`config.mk`:
```
export PLATFORM = sky130hd
export DESIGN_NAME = iiu_top
export DESIGN_NICKNAME = d
export VERILOG_FILES = /design/src/iiu_pkg.sv /design/src/iiu_cap_if.sv /design/src/iiu_capture.sv /design/src/iiu_top.sv
export VERILOG_INCLUDE_DIRS = /design/src /design/src/src
export SDC_FILE = /design/constraint.sdc
export NUM_CORES = 1
export LEC_CHECK = 0
export BUFFER_PORTS_ARGS = -buffer_cell sky130_fd_sc_hd__buf_2
export CAP_MARGIN = 40
export CORE_MARGIN = 2
export CORE_UTILIZATION = 40
export CTS_BUF_LIST = sky130_fd_sc_hd__clkbuf_8
export DETAILED_ROUTE_END_ITERATION = 10
export PLACE_DENSITY = 0.71
export SYNTH_ARGS = -nofsm -noshare
export SYNTH_HDL_FRONTEND = slang
export SYNTH_SLANG_ARGS = --single-unit
```
`constraint.sdc`:
```
create_clock -name I_CLK_SYS -period 5.1 [get_ports I_CLK_SYS]
set_input_delay 0.51 -clock I_CLK_SYS [delete_from_list [all_inputs] [get_ports I_CLK_SYS]]
set_output_delay 0.51 -clock I_CLK_SYS [all_outputs]
set_load 0.05 [all_outputs]
```
`src/iiu_map.svh`:
```
// Constants of the internal interrupt unit: operation codes, register
// selects, source bit positions, source codes and reset values.
// Assumes inclusion by bare name from the unit's source files.
`ifndef IIU_MAP_SVH
`define IIU_MAP_SVH

// Register transfer operations issued by the microprogram.
`define IIU_OP_NONE   3'h0
`define IIU_OP_READ   3'h1
`define IIU_OP_WRITE  3'h2
`define IIU_OP_MSET   3'h3
`define IIU_OP_MCLR   3'h4

// Register selects.
`define IIU_SEL_CODE    3'h0
`define IIU_SEL_ENABLE  3'h1
`define IIU_SEL_LDET    3'h2
`define IIU_SEL_LEN     3'h3
`define IIU_SEL_PEA     3'h4
`define IIU_SEL_PES     3'h5
`define IIU_SEL_PGS     3'h6

// Source bit positions in the enable and detect registers.
`define IIU_BIT_MON    1
`define IIU_BIT_PROT   2
`define IIU_BIT_PGF    3
`define IIU_BIT_ILL    4
`define IIU_BIT_ERR    5
`define IIU_BIT_PRIV   6
`define IIU_BIT_IOX    7
`define IIU_BIT_PAR    8
`define IIU_BIT_MOR    9
`define IIU_BIT_POW    10

// Source codes reported in the code register (octal 10, 11, 12 for bits 8-10).
`define IIU_CODE_NONE  4'h0
`define IIU_CODE_POW   4'ha

// Level served by the internal sources.
`define IIU_LEVEL_INT  4'he
`define IIU_LEVEL_BIT  14

// Level detect bits that external sources may set: 15, 13, 12, 11, 10.
`define IIU_LDET_EXT_MASK  16'hbc00

// Reset values.
`define IIU_RST_ENABLE  11'h000
`define IIU_RST_WORD    16'h0000
`define IIU_RST_CODE    4'h0

`endif

```
`src/iiu_pkg.sv`:
```
// Types shared by the internal interrupt unit modules.
// Assumes nothing of its surroundings.
package iiu_pkg;
   typedef logic [15:0] iiu_word_t;
   typedef logic [10:0] iiu_src_t;
   typedef logic [3:0]  iiu_code_t;
endpackage

```
`src/iiu_cap_if.sv`:
```
// Carrier between the unit's top and one lockable capture register.
// Assumes a single clock domain.
`timescale 1ns/1ns
`default_nettype none
interface iiu_cap_if #(parameter int W = 16);
   logic         capture;
   logic         unlock;
   logic [W-1:0] din;
   logic [W-1:0] dout;
   logic         locked;
   modport owner (output capture, output unlock, output din, input dout, input locked);
   modport store (input capture, input unlock, input din, output dout, output locked);
endinterface
`default_nettype wire

```
`src/iiu_capture.sv`:
```
// Lockable capture register: takes one value and then holds it until
// software reads it and so unlocks it.
// Assumes the owner pulses unlock on the read and capture on the event.
`timescale 1ns/1ns
`default_nettype none
module iiu_capture
   import iiu_pkg::*;
#(
   parameter int W = 16
) (
   // Clock and reset
   input wire logic     i_clk,
   input wire logic     i_rst,
   // Owner side
   iiu_cap_if.store     cap
);
   logic [W-1:0] value;
   logic         locked;
   logic [W-1:0] next_value;
   logic         next_locked;

   // A capture in the unlocking cycle is kept, so no event is lost.
   always_comb begin
      next_value  = value;
      next_locked = locked;
      if (cap.unlock) begin
         next_locked = 1'b0;
      end
      if (cap.capture && (!locked || cap.unlock)) begin
         next_value  = cap.din;
         next_locked = 1'b1;
      end
   end

   always_ff @(posedge i_clk or posedge i_rst) begin
      if (i_rst) begin
         value  <= '0;
         locked <= 1'b0;
      end else begin
         value  <= next_value;
         locked <= next_locked;
      end
   end

   assign cap.dout   = value;
   assign cap.locked = locked;
endmodule
`default_nettype wire

```
`src/iiu_top.sv`:
```
// Internal interrupt unit: latches internal trap and error sources, gates them
// by the source enable register, reports a code and requests level 14; also
// holds the level detect and level enable registers and their priority encoder.
// Assumes a microprogram issuing one register transfer per cycle and source
// inputs that are one-cycle pulses, except the error flag and power sense.
// Function
// - Any enabled internal condition requests priority level 14.
// - Code register holds 0 to octal 12 naming the interrupting source.
// - Eleven-bit enable register, written from accumulator, gates each source.
// - Enable bits: 1 monitor, 2 protect, 3 page, 4 illegal, 5 error...
// - Code equals bit number; bits 8, 9, 10 give octal 10, 11, 12.
// - Monitor call loads level 14 temporary with sign-extended eight-bit code.
// - Monitor call with prefetch page fault loads temporary but reports page fault.
// - Protect or ring violation raises protect source; details into paging status.
// - Nonresident page reference raises page fault; details into paging status.
// - Unimplemented opcode raises illegal instruction source.
// - Set error flag raises the error indicator source.
// - Error source raises again on each re-entry of the flagged level.
// - Attempted privileged instruction raises privileged instruction source.
// - Missing data-ready answer raises the I/O error source.
// - Parity error captures low address and status in parity registers.
// - Nonexistent memory raises out-of-range and captures low address.
// - Power fail takes precedence over simultaneous internal sources.
// - Code read places code in bits 0-3, zeros above.
// - Reading the code register clears it.
// - Code and paging status registers lock until read; read unlocks.
// - Level detect and enable readable; transfer write copies accumulator.
// - Masked set writes ones where accumulator bits are one.
// - Masked clear writes zeros where accumulator bits are one.
// - Internal sources drive level detect bit 14; external drive bits 15, 13, 12, 11, 10.
// - Highest level set in detect and enable interrupts if above current and on.
`timescale 1ns/1ns
`default_nettype none
`include "iiu_map.svh"
module iiu_top
   import iiu_pkg::*;
(
   // Clock and reset
   input  wire logic        I_CLK_SYS,
   input  wire logic        I_RST,
   // Register transfer port
   input  wire logic [2:0]  I_OP,
   input  wire logic [2:0]  I_SEL,
   input  wire logic [15:0] I_ACC,
   output logic [15:0]      O_RDATA,
   // Internal sources
   input  wire logic        I_MON_CALL,
   input  wire logic [7:0]  I_MON_CODE,
   input  wire logic        I_PREFETCH_FAULT,
   input  wire logic        I_PROT_VIOL,
   input  wire logic        I_PAGE_FAULT,
   input  wire logic [15:0] I_PAGING_INFO,
   input  wire logic        I_ILLEGAL_OP,
   input  wire logic        I_ERROR_FLAG,
   input  wire logic        I_PRIV_OP,
   input  wire logic        I_IO_NO_READY,
   input  wire logic        I_PARITY_ERR,
   input  wire logic        I_OUT_OF_RANGE,
   input  wire logic [15:0] I_MEM_ADDR,
   input  wire logic [15:0] I_MEM_STATUS,
   input  wire logic        I_POWER_SENSE,
   // External level sources and processor state
   input  wire logic [15:0] I_EXT_SET,
   input  wire logic [3:0]  I_CUR_LEVEL,
   input  wire logic        I_INT_ON,
   // Outputs to the processor
   output logic             O_LEVEL14_REQ,
   output logic             O_INTERRUPT,
   output logic [3:0]       O_NEW_LEVEL,
   output logic             O_T14_LOAD,
   output logic [15:0]      O_T14_DATA
);
   iiu_src_t  enable;
   iiu_src_t  detect;
   iiu_code_t code;
   logic      code_locked;
   iiu_word_t ldet;
   iiu_word_t len;
   logic [3:0] prev_level;
   logic       prev_err;
   logic       prev_pow;
   iiu_word_t  rdata;
   logic       t14_load;
   iiu_word_t  t14_data;

   iiu_src_t  next_enable;
   iiu_src_t  next_detect;
   iiu_code_t next_code;
   logic      next_code_locked;
   iiu_word_t next_ldet;
   iiu_word_t next_len;
   iiu_word_t next_rdata;
   logic      next_t14_load;
   iiu_word_t next_t14_data;

   iiu_src_t  events;
   iiu_src_t  pending;
   iiu_code_t top_code;
   logic      any_pending;
   logic      rd;
   logic      rd_code;
   logic      err_event;
   iiu_word_t masked;
   logic [3:0] top_level;
   logic       top_valid;

   iiu_cap_if #(.W(16)) pea_if ();
   iiu_cap_if #(.W(16)) pes_if ();
   iiu_cap_if #(.W(16)) pgs_if ();

   iiu_capture #(.W(16)) u_pea (
      .i_clk (I_CLK_SYS),
      .i_rst (I_RST),
      .cap   (pea_if.store)
   );
   iiu_capture #(.W(16)) u_pes (
      .i_clk (I_CLK_SYS),
      .i_rst (I_RST),
      .cap   (pes_if.store)
   );
   iiu_capture #(.W(16)) u_pgs (
      .i_clk (I_CLK_SYS),
      .i_rst (I_RST),
      .cap   (pgs_if.store)
   );

   assign rd      = (I_OP == `IIU_OP_READ);
   assign rd_code = rd && (I_SEL == `IIU_SEL_CODE);

   // The error flag is a per-level level signal; re-arm on every level change.
   assign err_event = I_ERROR_FLAG && (!prev_err || (I_CUR_LEVEL != prev_level));

   always_comb begin
      events = '0;
      events[`IIU_BIT_MON]  = I_MON_CALL && !I_PREFETCH_FAULT;
      events[`IIU_BIT_PROT] = I_PROT_VIOL;
      events[`IIU_BIT_PGF]  = I_PAGE_FAULT || (I_MON_CALL && I_PREFETCH_FAULT);
      events[`IIU_BIT_ILL]  = I_ILLEGAL_OP;
      events[`IIU_BIT_ERR]  = err_event;
      events[`IIU_BIT_PRIV] = I_PRIV_OP;
      events[`IIU_BIT_IOX]  = I_IO_NO_READY;
      events[`IIU_BIT_PAR]  = I_PARITY_ERR;
      events[`IIU_BIT_MOR]  = I_OUT_OF_RANGE;
      events[`IIU_BIT_POW]  = I_POWER_SENSE && !prev_pow;
   end

   assign pending     = detect & enable;
   assign any_pending = |pending;

   // Highest bit wins, so power fail (bit 10) always beats the rest.
   always_comb begin
      top_code = `IIU_CODE_NONE;
      for (int i = 0; i < 11; i++) begin
         if (pending[i]) begin
            top_code = 4'(i);
         end
      end
   end

   // Capture registers: parity address and status, paging status.
   assign pea_if.capture = I_PARITY_ERR || I_OUT_OF_RANGE;
   assign pea_if.din     = I_MEM_ADDR;
   assign pes_if.capture = I_PARITY_ERR || I_OUT_OF_RANGE;
   assign pes_if.din     = I_MEM_STATUS;
   // A prefetch fault behind a monitor call is a page fault and records it too.
   assign pgs_if.capture = I_PROT_VIOL || events[`IIU_BIT_PGF];
   assign pgs_if.din     = I_PAGING_INFO;
   // A read of the parity status unlocks both parity registers together.
   assign pea_if.unlock  = rd && (I_SEL == `IIU_SEL_PES);
   assign pes_if.unlock  = rd && (I_SEL == `IIU_SEL_PES);
   assign pgs_if.unlock  = rd && (I_SEL == `IIU_SEL_PGS);

   // Source detect, code register and enable register.
   always_comb begin
      next_detect      = detect;
      next_code        = code;
      next_code_locked = code_locked;
      next_enable      = enable;
      if (I_OP == `IIU_OP_WRITE && I_SEL == `IIU_SEL_ENABLE) begin
         next_enable = I_ACC[10:0];
      end
      if (rd_code) begin
         next_code        = `IIU_CODE_NONE;
         next_code_locked = 1'b0;
      end
      // A locked code waits for its read; the source stays latched meanwhile.
      if (!code_locked && any_pending) begin
         next_code        = top_code;
         next_code_locked = 1'b1;
         next_detect[top_code] = 1'b0;
      end
      next_detect = next_detect | events;
   end

   // Level detect and level enable registers with transfer, set and clear.
   always_comb begin
      next_ldet = ldet;
      next_len  = len;
      case (I_OP)
         `IIU_OP_WRITE: begin
            if (I_SEL == `IIU_SEL_LDET) next_ldet = I_ACC;
            if (I_SEL == `IIU_SEL_LEN)  next_len  = I_ACC;
         end
         `IIU_OP_MSET: begin
            if (I_SEL == `IIU_SEL_LDET) next_ldet = ldet | I_ACC;
            if (I_SEL == `IIU_SEL_LEN)  next_len  = len | I_ACC;
         end
         `IIU_OP_MCLR: begin
            if (I_SEL == `IIU_SEL_LDET) next_ldet = ldet & ~I_ACC;
            if (I_SEL == `IIU_SEL_LEN)  next_len  = len & ~I_ACC;
         end
         default: begin
         end
      endcase
      // Hardware sets win over a software clear in the same cycle.
      next_ldet = next_ldet | (I_EXT_SET & `IIU_LDET_EXT_MASK);
      if (any_pending) begin
         next_ldet[`IIU_LEVEL_BIT] = 1'b1;
      end
   end

   // Read data, registered one cycle after the read.
   always_comb begin
      next_rdata = rdata;
      if (rd) begin
         case (I_SEL)
            `IIU_SEL_CODE: next_rdata = {12'h000, code};
            `IIU_SEL_LDET: next_rdata = ldet;
            `IIU_SEL_LEN:  next_rdata = len;
            `IIU_SEL_PEA:  next_rdata = pea_if.dout;
            `IIU_SEL_PES:  next_rdata = pes_if.dout;
            `IIU_SEL_PGS:  next_rdata = pgs_if.dout;
            default:       next_rdata = `IIU_RST_WORD;
         endcase
      end
   end

   // Monitor call code into the level 14 temporary register, even on a fault.
   always_comb begin
      next_t14_load = I_MON_CALL;
      next_t14_data = t14_data;
      if (I_MON_CALL) begin
         next_t14_data = {{8{I_MON_CODE[7]}}, I_MON_CODE};
      end
   end

   // Priority encoder over the level registers.
   assign masked = ldet & len;
   always_comb begin
      top_level = 4'h0;
      top_valid = 1'b0;
      for (int i = 0; i < 16; i++) begin
         if (masked[i]) begin
            top_level = 4'(i);
            top_valid = 1'b1;
         end
      end
   end

   always_ff @(posedge I_CLK_SYS or posedge I_RST) begin
      if (I_RST) begin
         enable      <= `IIU_RST_ENABLE;
         detect      <= '0;
         code        <= `IIU_RST_CODE;
         code_locked <= 1'b0;
         ldet        <= `IIU_RST_WORD;
         len         <= `IIU_RST_WORD;
         prev_level  <= 4'h0;
         prev_err    <= 1'b0;
         prev_pow    <= 1'b0;
         rdata       <= `IIU_RST_WORD;
         t14_load    <= 1'b0;
         t14_data    <= `IIU_RST_WORD;
      end else begin
         enable      <= next_enable;
         detect      <= next_detect;
         code        <= next_code;
         code_locked <= next_code_locked;
         ldet        <= next_ldet;
         len         <= next_len;
         prev_level  <= I_CUR_LEVEL;
         prev_err    <= I_ERROR_FLAG;
         prev_pow    <= I_POWER_SENSE;
         rdata       <= next_rdata;
         t14_load    <= next_t14_load;
         t14_data    <= next_t14_data;
      end
   end

   assign O_RDATA       = rdata;
   assign O_LEVEL14_REQ = ldet[`IIU_LEVEL_BIT] && len[`IIU_LEVEL_BIT];
   assign O_NEW_LEVEL   = top_level;
   assign O_INTERRUPT   = top_valid && I_INT_ON && (top_level > I_CUR_LEVEL);
   assign O_T14_LOAD    = t14_load;
   assign O_T14_DATA    = t14_data;
endmodule
`default_nettype wire

```
== Word level (Yosys, flattened, before mapping) ==
Cells that the tools add are included.

* Bits in registers: 141
* Latch bits: 0
* Memory bits (writable): 0
* Memory bits (read-only): 0
* Input bits: 112
* Logic and storage cells: 147
* Memories: 0

* Add/subtract/negate cells: 0
* Multipliers: 0
* Div/mod/pow operators: 0
* Magnitude comparators: 3
* Equal/unequal tests: 14
* Shift operators: 0
* Muxes and demuxes: 63
* Bitwise operators: 11
* Reductions and logical operators: 38

{| class="wikitable"
|+ Operators with widths
! operator !! number
|-
| $mux W4 || 25
|-
| $mux W16 || 6
|-
| $pmux W16 S3 || 2
|-
| $pmux W16 S6 || 1
|-
| $and A16 B16 Y16 || 3
|-
| $or A16 B16 Y16 || 3
|-
| $mux W1 || 27
|-
| $and A11 B11 Y11 || 2
|-
| $logic_and A1 B1 Y1 || 16
|-
| $not A16 Y16 || 1
|-
| $eq A3 B2 Y1 const B || 4
|-
| $eq A3 B3 Y1 const B || 4
|-
| $mux W11 || 1
|-
| $not A11 Y11 || 1
|-
| $or A11 B11 Y11 || 1
|-
| $reduce_or A11 Y1 || 1
|-
| $reduce_bool A2 Y1 || 4
|-
| $logic_not A1 Y1 || 7
|-
| $logic_or A1 B1 Y1 || 7
|-
| $eq A3 B1 Y1 const B || 2
|-
| $lt A4 B5 Y1 const B || 1
|-
| $demux W1 S4 || 1
|-
| $ge A4 B1 Y1 const B || 1
|-
| $gt A4 B4 Y1 || 1
|-
| 6 further kinds || 7
|}

== Depth between registers and ports, before layout ==
* Depth in word-level cells: 19
* Mapped depth: 11

== Cells and area by module ==
A second synthesis with hierarchy kept.

* Cells, all modules: 643
* Area total of the unflattened synthesis: 7054.3 um^2

{| class="wikitable"
|+ Modules (own cells, without submodules)
! module !! times used !! cells an instance !! area each (um^2) !! sequential area each (um^2)
|-
| iiu_top || 1 || 529 || 4956.0 || 2252.2
|-
| iiu_capture || 3 || 38 || 699.4 || 425.4
|}

== Worst setup path after synthesis ==
OpenSTA, ideal clock, no wires.

* Path kind: reg-to-output
* Start: register ldet[4]
* End: output O_INTERRUPT
* Arrival time: 3126 ps
* Path slack: 1464 ps
* Stages on the path, launching flop included: 12
* Buffers on the path: 0
* Cell sequence: dfrtp_1 nand2_1 nand2_1 o211ai_1 a31oi_1 o21ai_0 ha_1 nor2b_1 o21a_1 o21ai_0 nand2b_1 o2111a_1

* Word-level cells in the longest chain between the ends: 15
* Elaborated cells between the ends (all ways): 28
* Those cells by class: order compare: 1; mux: 24; bitwise: 1; reduce/logical: 2

{| class="wikitable"
|+ RTL lines
! element !! line !! source
|-
| start, declared || iiu_top.sv:77 || <nowiki>iiu_word_t ldet;</nowiki>
|-
| start signal, assigned || iiu_top.sv:266 || <nowiki>ldet <= `IIU_RST_WORD;</nowiki>
|-
| start signal, assigned || iiu_top.sv:279 || <nowiki>ldet <= next_ldet;</nowiki>
|-
| $and A16 B16 Y16 || iiu_top.sv:248 || <nowiki>assign masked = ldet & len;</nowiki>
|-
| $mux W4 (12 in a row) || iiu_top.sv:253 || <nowiki>if (masked[i]) begin</nowiki>
|-
| named net O_NEW_LEVEL[1] || iiu_top.sv:69 || <nowiki>output logic [3:0] O_NEW_LEVEL,</nowiki>
|-
| $gt A4 B4 Y1 || iiu_top.sv:293 || <nowiki>assign O_INTERRUPT = top_valid && I_INT_ON && (top_level > I_CUR_LEVEL);</nowiki>
|-
| $logic_and A1 B1 Y1 || iiu_top.sv:293 ||
|-
| end, declared || iiu_top.sv:68 || <nowiki>output logic O_INTERRUPT,</nowiki>
|}

The timed path passes the listed nets, and every way through them passes these cells.

== Worst setup path in the final report ==
* Start: register ldet[4]
* End: output O_INTERRUPT

* Word-level cells in the longest chain between the ends: 15
* Elaborated cells between the ends (all ways): 28
* Those cells by class: order compare: 1; mux: 24; bitwise: 1; reduce/logical: 2

{| class="wikitable"
|+ RTL lines
! element !! line
|-
| $and A16 B16 Y16 * || iiu_top.sv:248
|-
| $mux W4 or $mux W1 (tied branches) (12 in a row) || iiu_top.sv:253
|-
| $gt A4 B4 Y1 or $logic_and A1 B1 Y1 (tied branches) || iiu_top.sv:293
|-
| $logic_and A1 B1 Y1 * || iiu_top.sv:293
|}

Every way passes the cells marked *; elsewhere a longest branch is shown, timed or not.

==> results.md <==
- DR iter-0 viols: between 500 and 600
- Post-Synth Simple-Gate Area: 0.0863
- Critical-path cell list: nand2_1 -> nand2_1 -> o211ai_1 -> a31oi_1 -> o21ai_0 -> ha_1 -> nor2b_1 -> o21a_1 -> o21ai_0 -> nand2b_1 -> o2111a_1 -> buf_2
- Power per cell area: approximately 370 nW/µm²
- Clock root buffer: clkbuf_8
- Hold Path Cell Cnt: 1
- Cells on worst reg2reg path: 5
- Detail Route Antenna Nets: 0
- Tmin final: 3.24 ns
- Post-synthesis mux area share: 0.152
- Final HPWL from detailed placement: approximately 13,000 µm
- Dominant synthesized flop cell: dfrtp_1
- Clk sinks: roughly 140
- Net count of the finished layout: about 870
- FF+latch count, synth: between 100 and 150
- Worst setup path class: reg -> out
- Avg WL per Cell: 18.9 µm
- F_max: between 0.3 and 0.4 GHz
- Post-Syn Area: 6960 µm²
- Crit Path Max Fanout: 4
- GRT Total Usage: 0.212
- Fillcell total: approximately 1.7k
- Input/output buffers: 139
- Largest net degree at the start of global routing: 82
- Seq/Total Area, Yosys: 0.507
- Compound-Gate Fraction of Synth Area: 0.204
- Syn-to-layout area delta: 16.7%
- Mean post-synth cell area: about 11 µm²
- CP max stage cell: dfrtp_1
- Synth async-reset ratio: 1.00
- Placer Congestion: 0.827
- Final wirelength: roughly 19,000 µm
- Vias/cell: about 5.6
- CP startpoint kind: flop
- Full die area: around 18,000 µm²
- Worst vdd ir: around 210 µV
- Share of cells above drive strength 1: 0.348
- Num CTS Buffers: 17
- Clock tree buffer depth: 2
- Via count: roughly 5.6k
- Finish-stage setup viols: 0
- WP data arrival: 2.73 ns
- Mapped Cells: around 630
- Fin cells: 990
- Final Power: approximately 3 mW
- Worst-Margin Slew: slightly above 0.9 ns
- Clk_lat worst skew: ~0.47 ns
- Final TNS setup: 0 ns
- Clock transition at path regs: approximately 0.08 ns
- Core ar.: roughly 17,000 µm²
- LEAKAGE: around 3.6 nW
- Net Count, Synth: roughly 750
- Hold Vio Cnt, Final: 0
- Netlist cell types: 56
- Initial antenna violation count: 0
- First-pass GRT wire length: just under 30,000 µm
- Final-report max-slew violation count: 0
- Period utilisation layout: 0.635
- Hold Path Class: in -> reg
- DRC Markers: 0
- Setup Skew: 0.0128 ns
- # rows: 48
- Main combinational cell family by area after synthesis: compound AO/OA/AOI/OAI gates
- Worst slew margin: 0.385
- DR pass1 iterations: 5
- Post-Synth Adder-Cell Area: 0.00720
- Die Ht: about 140 µm
- Die W: about 140 µm
- Required time worst endpoint: ~4.6 ns
- Unrepaired setup endpoints after global routing: no
- Hold_ws: between 0.15 and 0.2 ns
- XOR/XNOR Fraction of Synth Area: 0.00504
- Number of max-cap violations: 0
- Placed Cells: 957
- Place WS: roughly 1.8 ns
- Htree depth: 4
- Initial Utilization: 0.405
- Top Ports: approximately 150
- YS warnings: 0
- Number of post-CTS setup repair buffers: 0
- Grt ovf: 0
- Post-synth EDFFs: 0
- CTS tree: yes
- Setup WS post-layout: roughly 1.9 ns
- Vias in the first global route: between 5k and 6k
- Critical Path End Type: output port
- Status: completed
- Max incr delay on CP: roughly 0.43 ns
## final timing paths
path	from	endpoint	slack (ns)
worst max-delay path	ldet[4]$_DFFE_PP0P_	O_INTERRUPT	1.86
worst min-delay path	I_ERROR_FLAG	prev_err$_DFF_PP0_	0.17
worst max register to register	enable[8]$_DFFE_PP0P_	detect[3]$_DFF_PP0_	2.82
worst min register to register	prev_pow$_DFF_PP0_	detect[10]$_DFF_PP0_	0.43
max in group asynchronous	I_RST	u_pea.cap.dout[11]$_DFFE_PP0P_	3.32
min in group asynchronous	I_RST	O_T14_DATA[4]$_DFFE_PP0P_	0.52
## report_power, final
part           internal [mW]  switching (mW)
clock network          0.333           0.454
logic                  0.311           0.433
registers               1.31           0.140
total                   1.95            1.03
## synth_stat cells (all sizes together), types with 10 or more instances
| master | count | area, µm² |
|---|---|---|
| dfrtp | 141 | 3530 |
| mux2 | 82 | 998 |
| o21ai | 82 | 437 |
| nand2 | 63 | 241 |
| a21oi | 37 | 185 |
| a22oi | 32 | 240 |
| clkbuf | 22 | 82.6 |
| buf | 21 | 144 |
| a22o | 15 | 131 |
| nor2 | 15 | 56.3 |
| nor2b | 13 | 81.3 |
| nand3 | 11 | 55.1 |
| a222oi | 10 | 100 |
| inv | 10 | 37.5 |
## kinds of logic (layout without fill, tap and decap cells)
group                      count (synthesis)  after routing
buffers and inverters                     53            185
other                                      0              1
adders and majority gates                  4              4
muxes                                     88             88
DFF                                      141            141
xor gates and xnor gates                   4              4
AOI/OAI and AO/OA                        216            216
and+or+nand+nor                          126            126
## critical path: cells and delay by family, from the launching register on
kind	cells	cell delay, ns
adders and majority gates	1	0.29
and+or+nand+nor	4	0.41
buffers and inverters	1	0.21
DFF	1	0.43
AOI/OAI and AO/OA	6	0.92
## what timing repair did
action                                  CTS  global route
hold endpoints to repair                 19             0
resized for setup                         0             0
endpoints found under the setup margin    0             0
hold buffers                              1             0
## layout by cell type, fill, tap and decap left out, drive strengths merged, types with 9 or more instances in the layout
cell,n
a22o,15
o21ai,82
a22oi,32
nand2,63
nand3,11
nor2,15
a21oi,37
buf,143
inv,13
mux2,82
clkinv,9
nor2b,13
dfrtp,141
clkbuf,17
a222oi,10
## area by class of cell
cell class	count	area, µm²	area share
clock buffer	17	234	0.0288
antenna	1	2.50	0.000308
timing repair buffer	144	763	0.0940
inverter	10	42.5	0.00524
sequential	141	3530	0.435
clock inverter	14	100	0.0123
multi-input combinational	438	3160	0.390
tap	225	282	0.0347
## stage by stage
stage	area (µm²)	util
3_3_place_gp	7730	0.450
2_1_floorplan	6960	-
3_5_place_dp	7770	0.452
4_1_cts	8110	0.472
6_report	8120	0.472
5_1_grt	8110	0.472
## routing by layer
metal  wire (µm)  share of wire  GRT usage
met5           0              0          0
met4         396          0.021     0.0735
met3        1490          0.079     0.0679
met2        8390           0.45      0.316
met1        8450           0.45      0.290
## sequential cells by signal, summed over array words and instances, names as in the netlist
signal            cells
u_pgs.cap.locked      1
u_pea.cap.locked      1
code_locked           1
u_pgs.cap.dout       16
len                  16
prev_err              1
O_T14_LOAD            1
code                  4
u_pes.cap.dout       16
enable               11
O_T14_DATA            8
O_RDATA              16
prev_level            4
detect               11
prev_pow              1
u_pes.cap.locked      1
u_pea.cap.dout       16
ldet                 16
(Power assumes the default switching activity.)
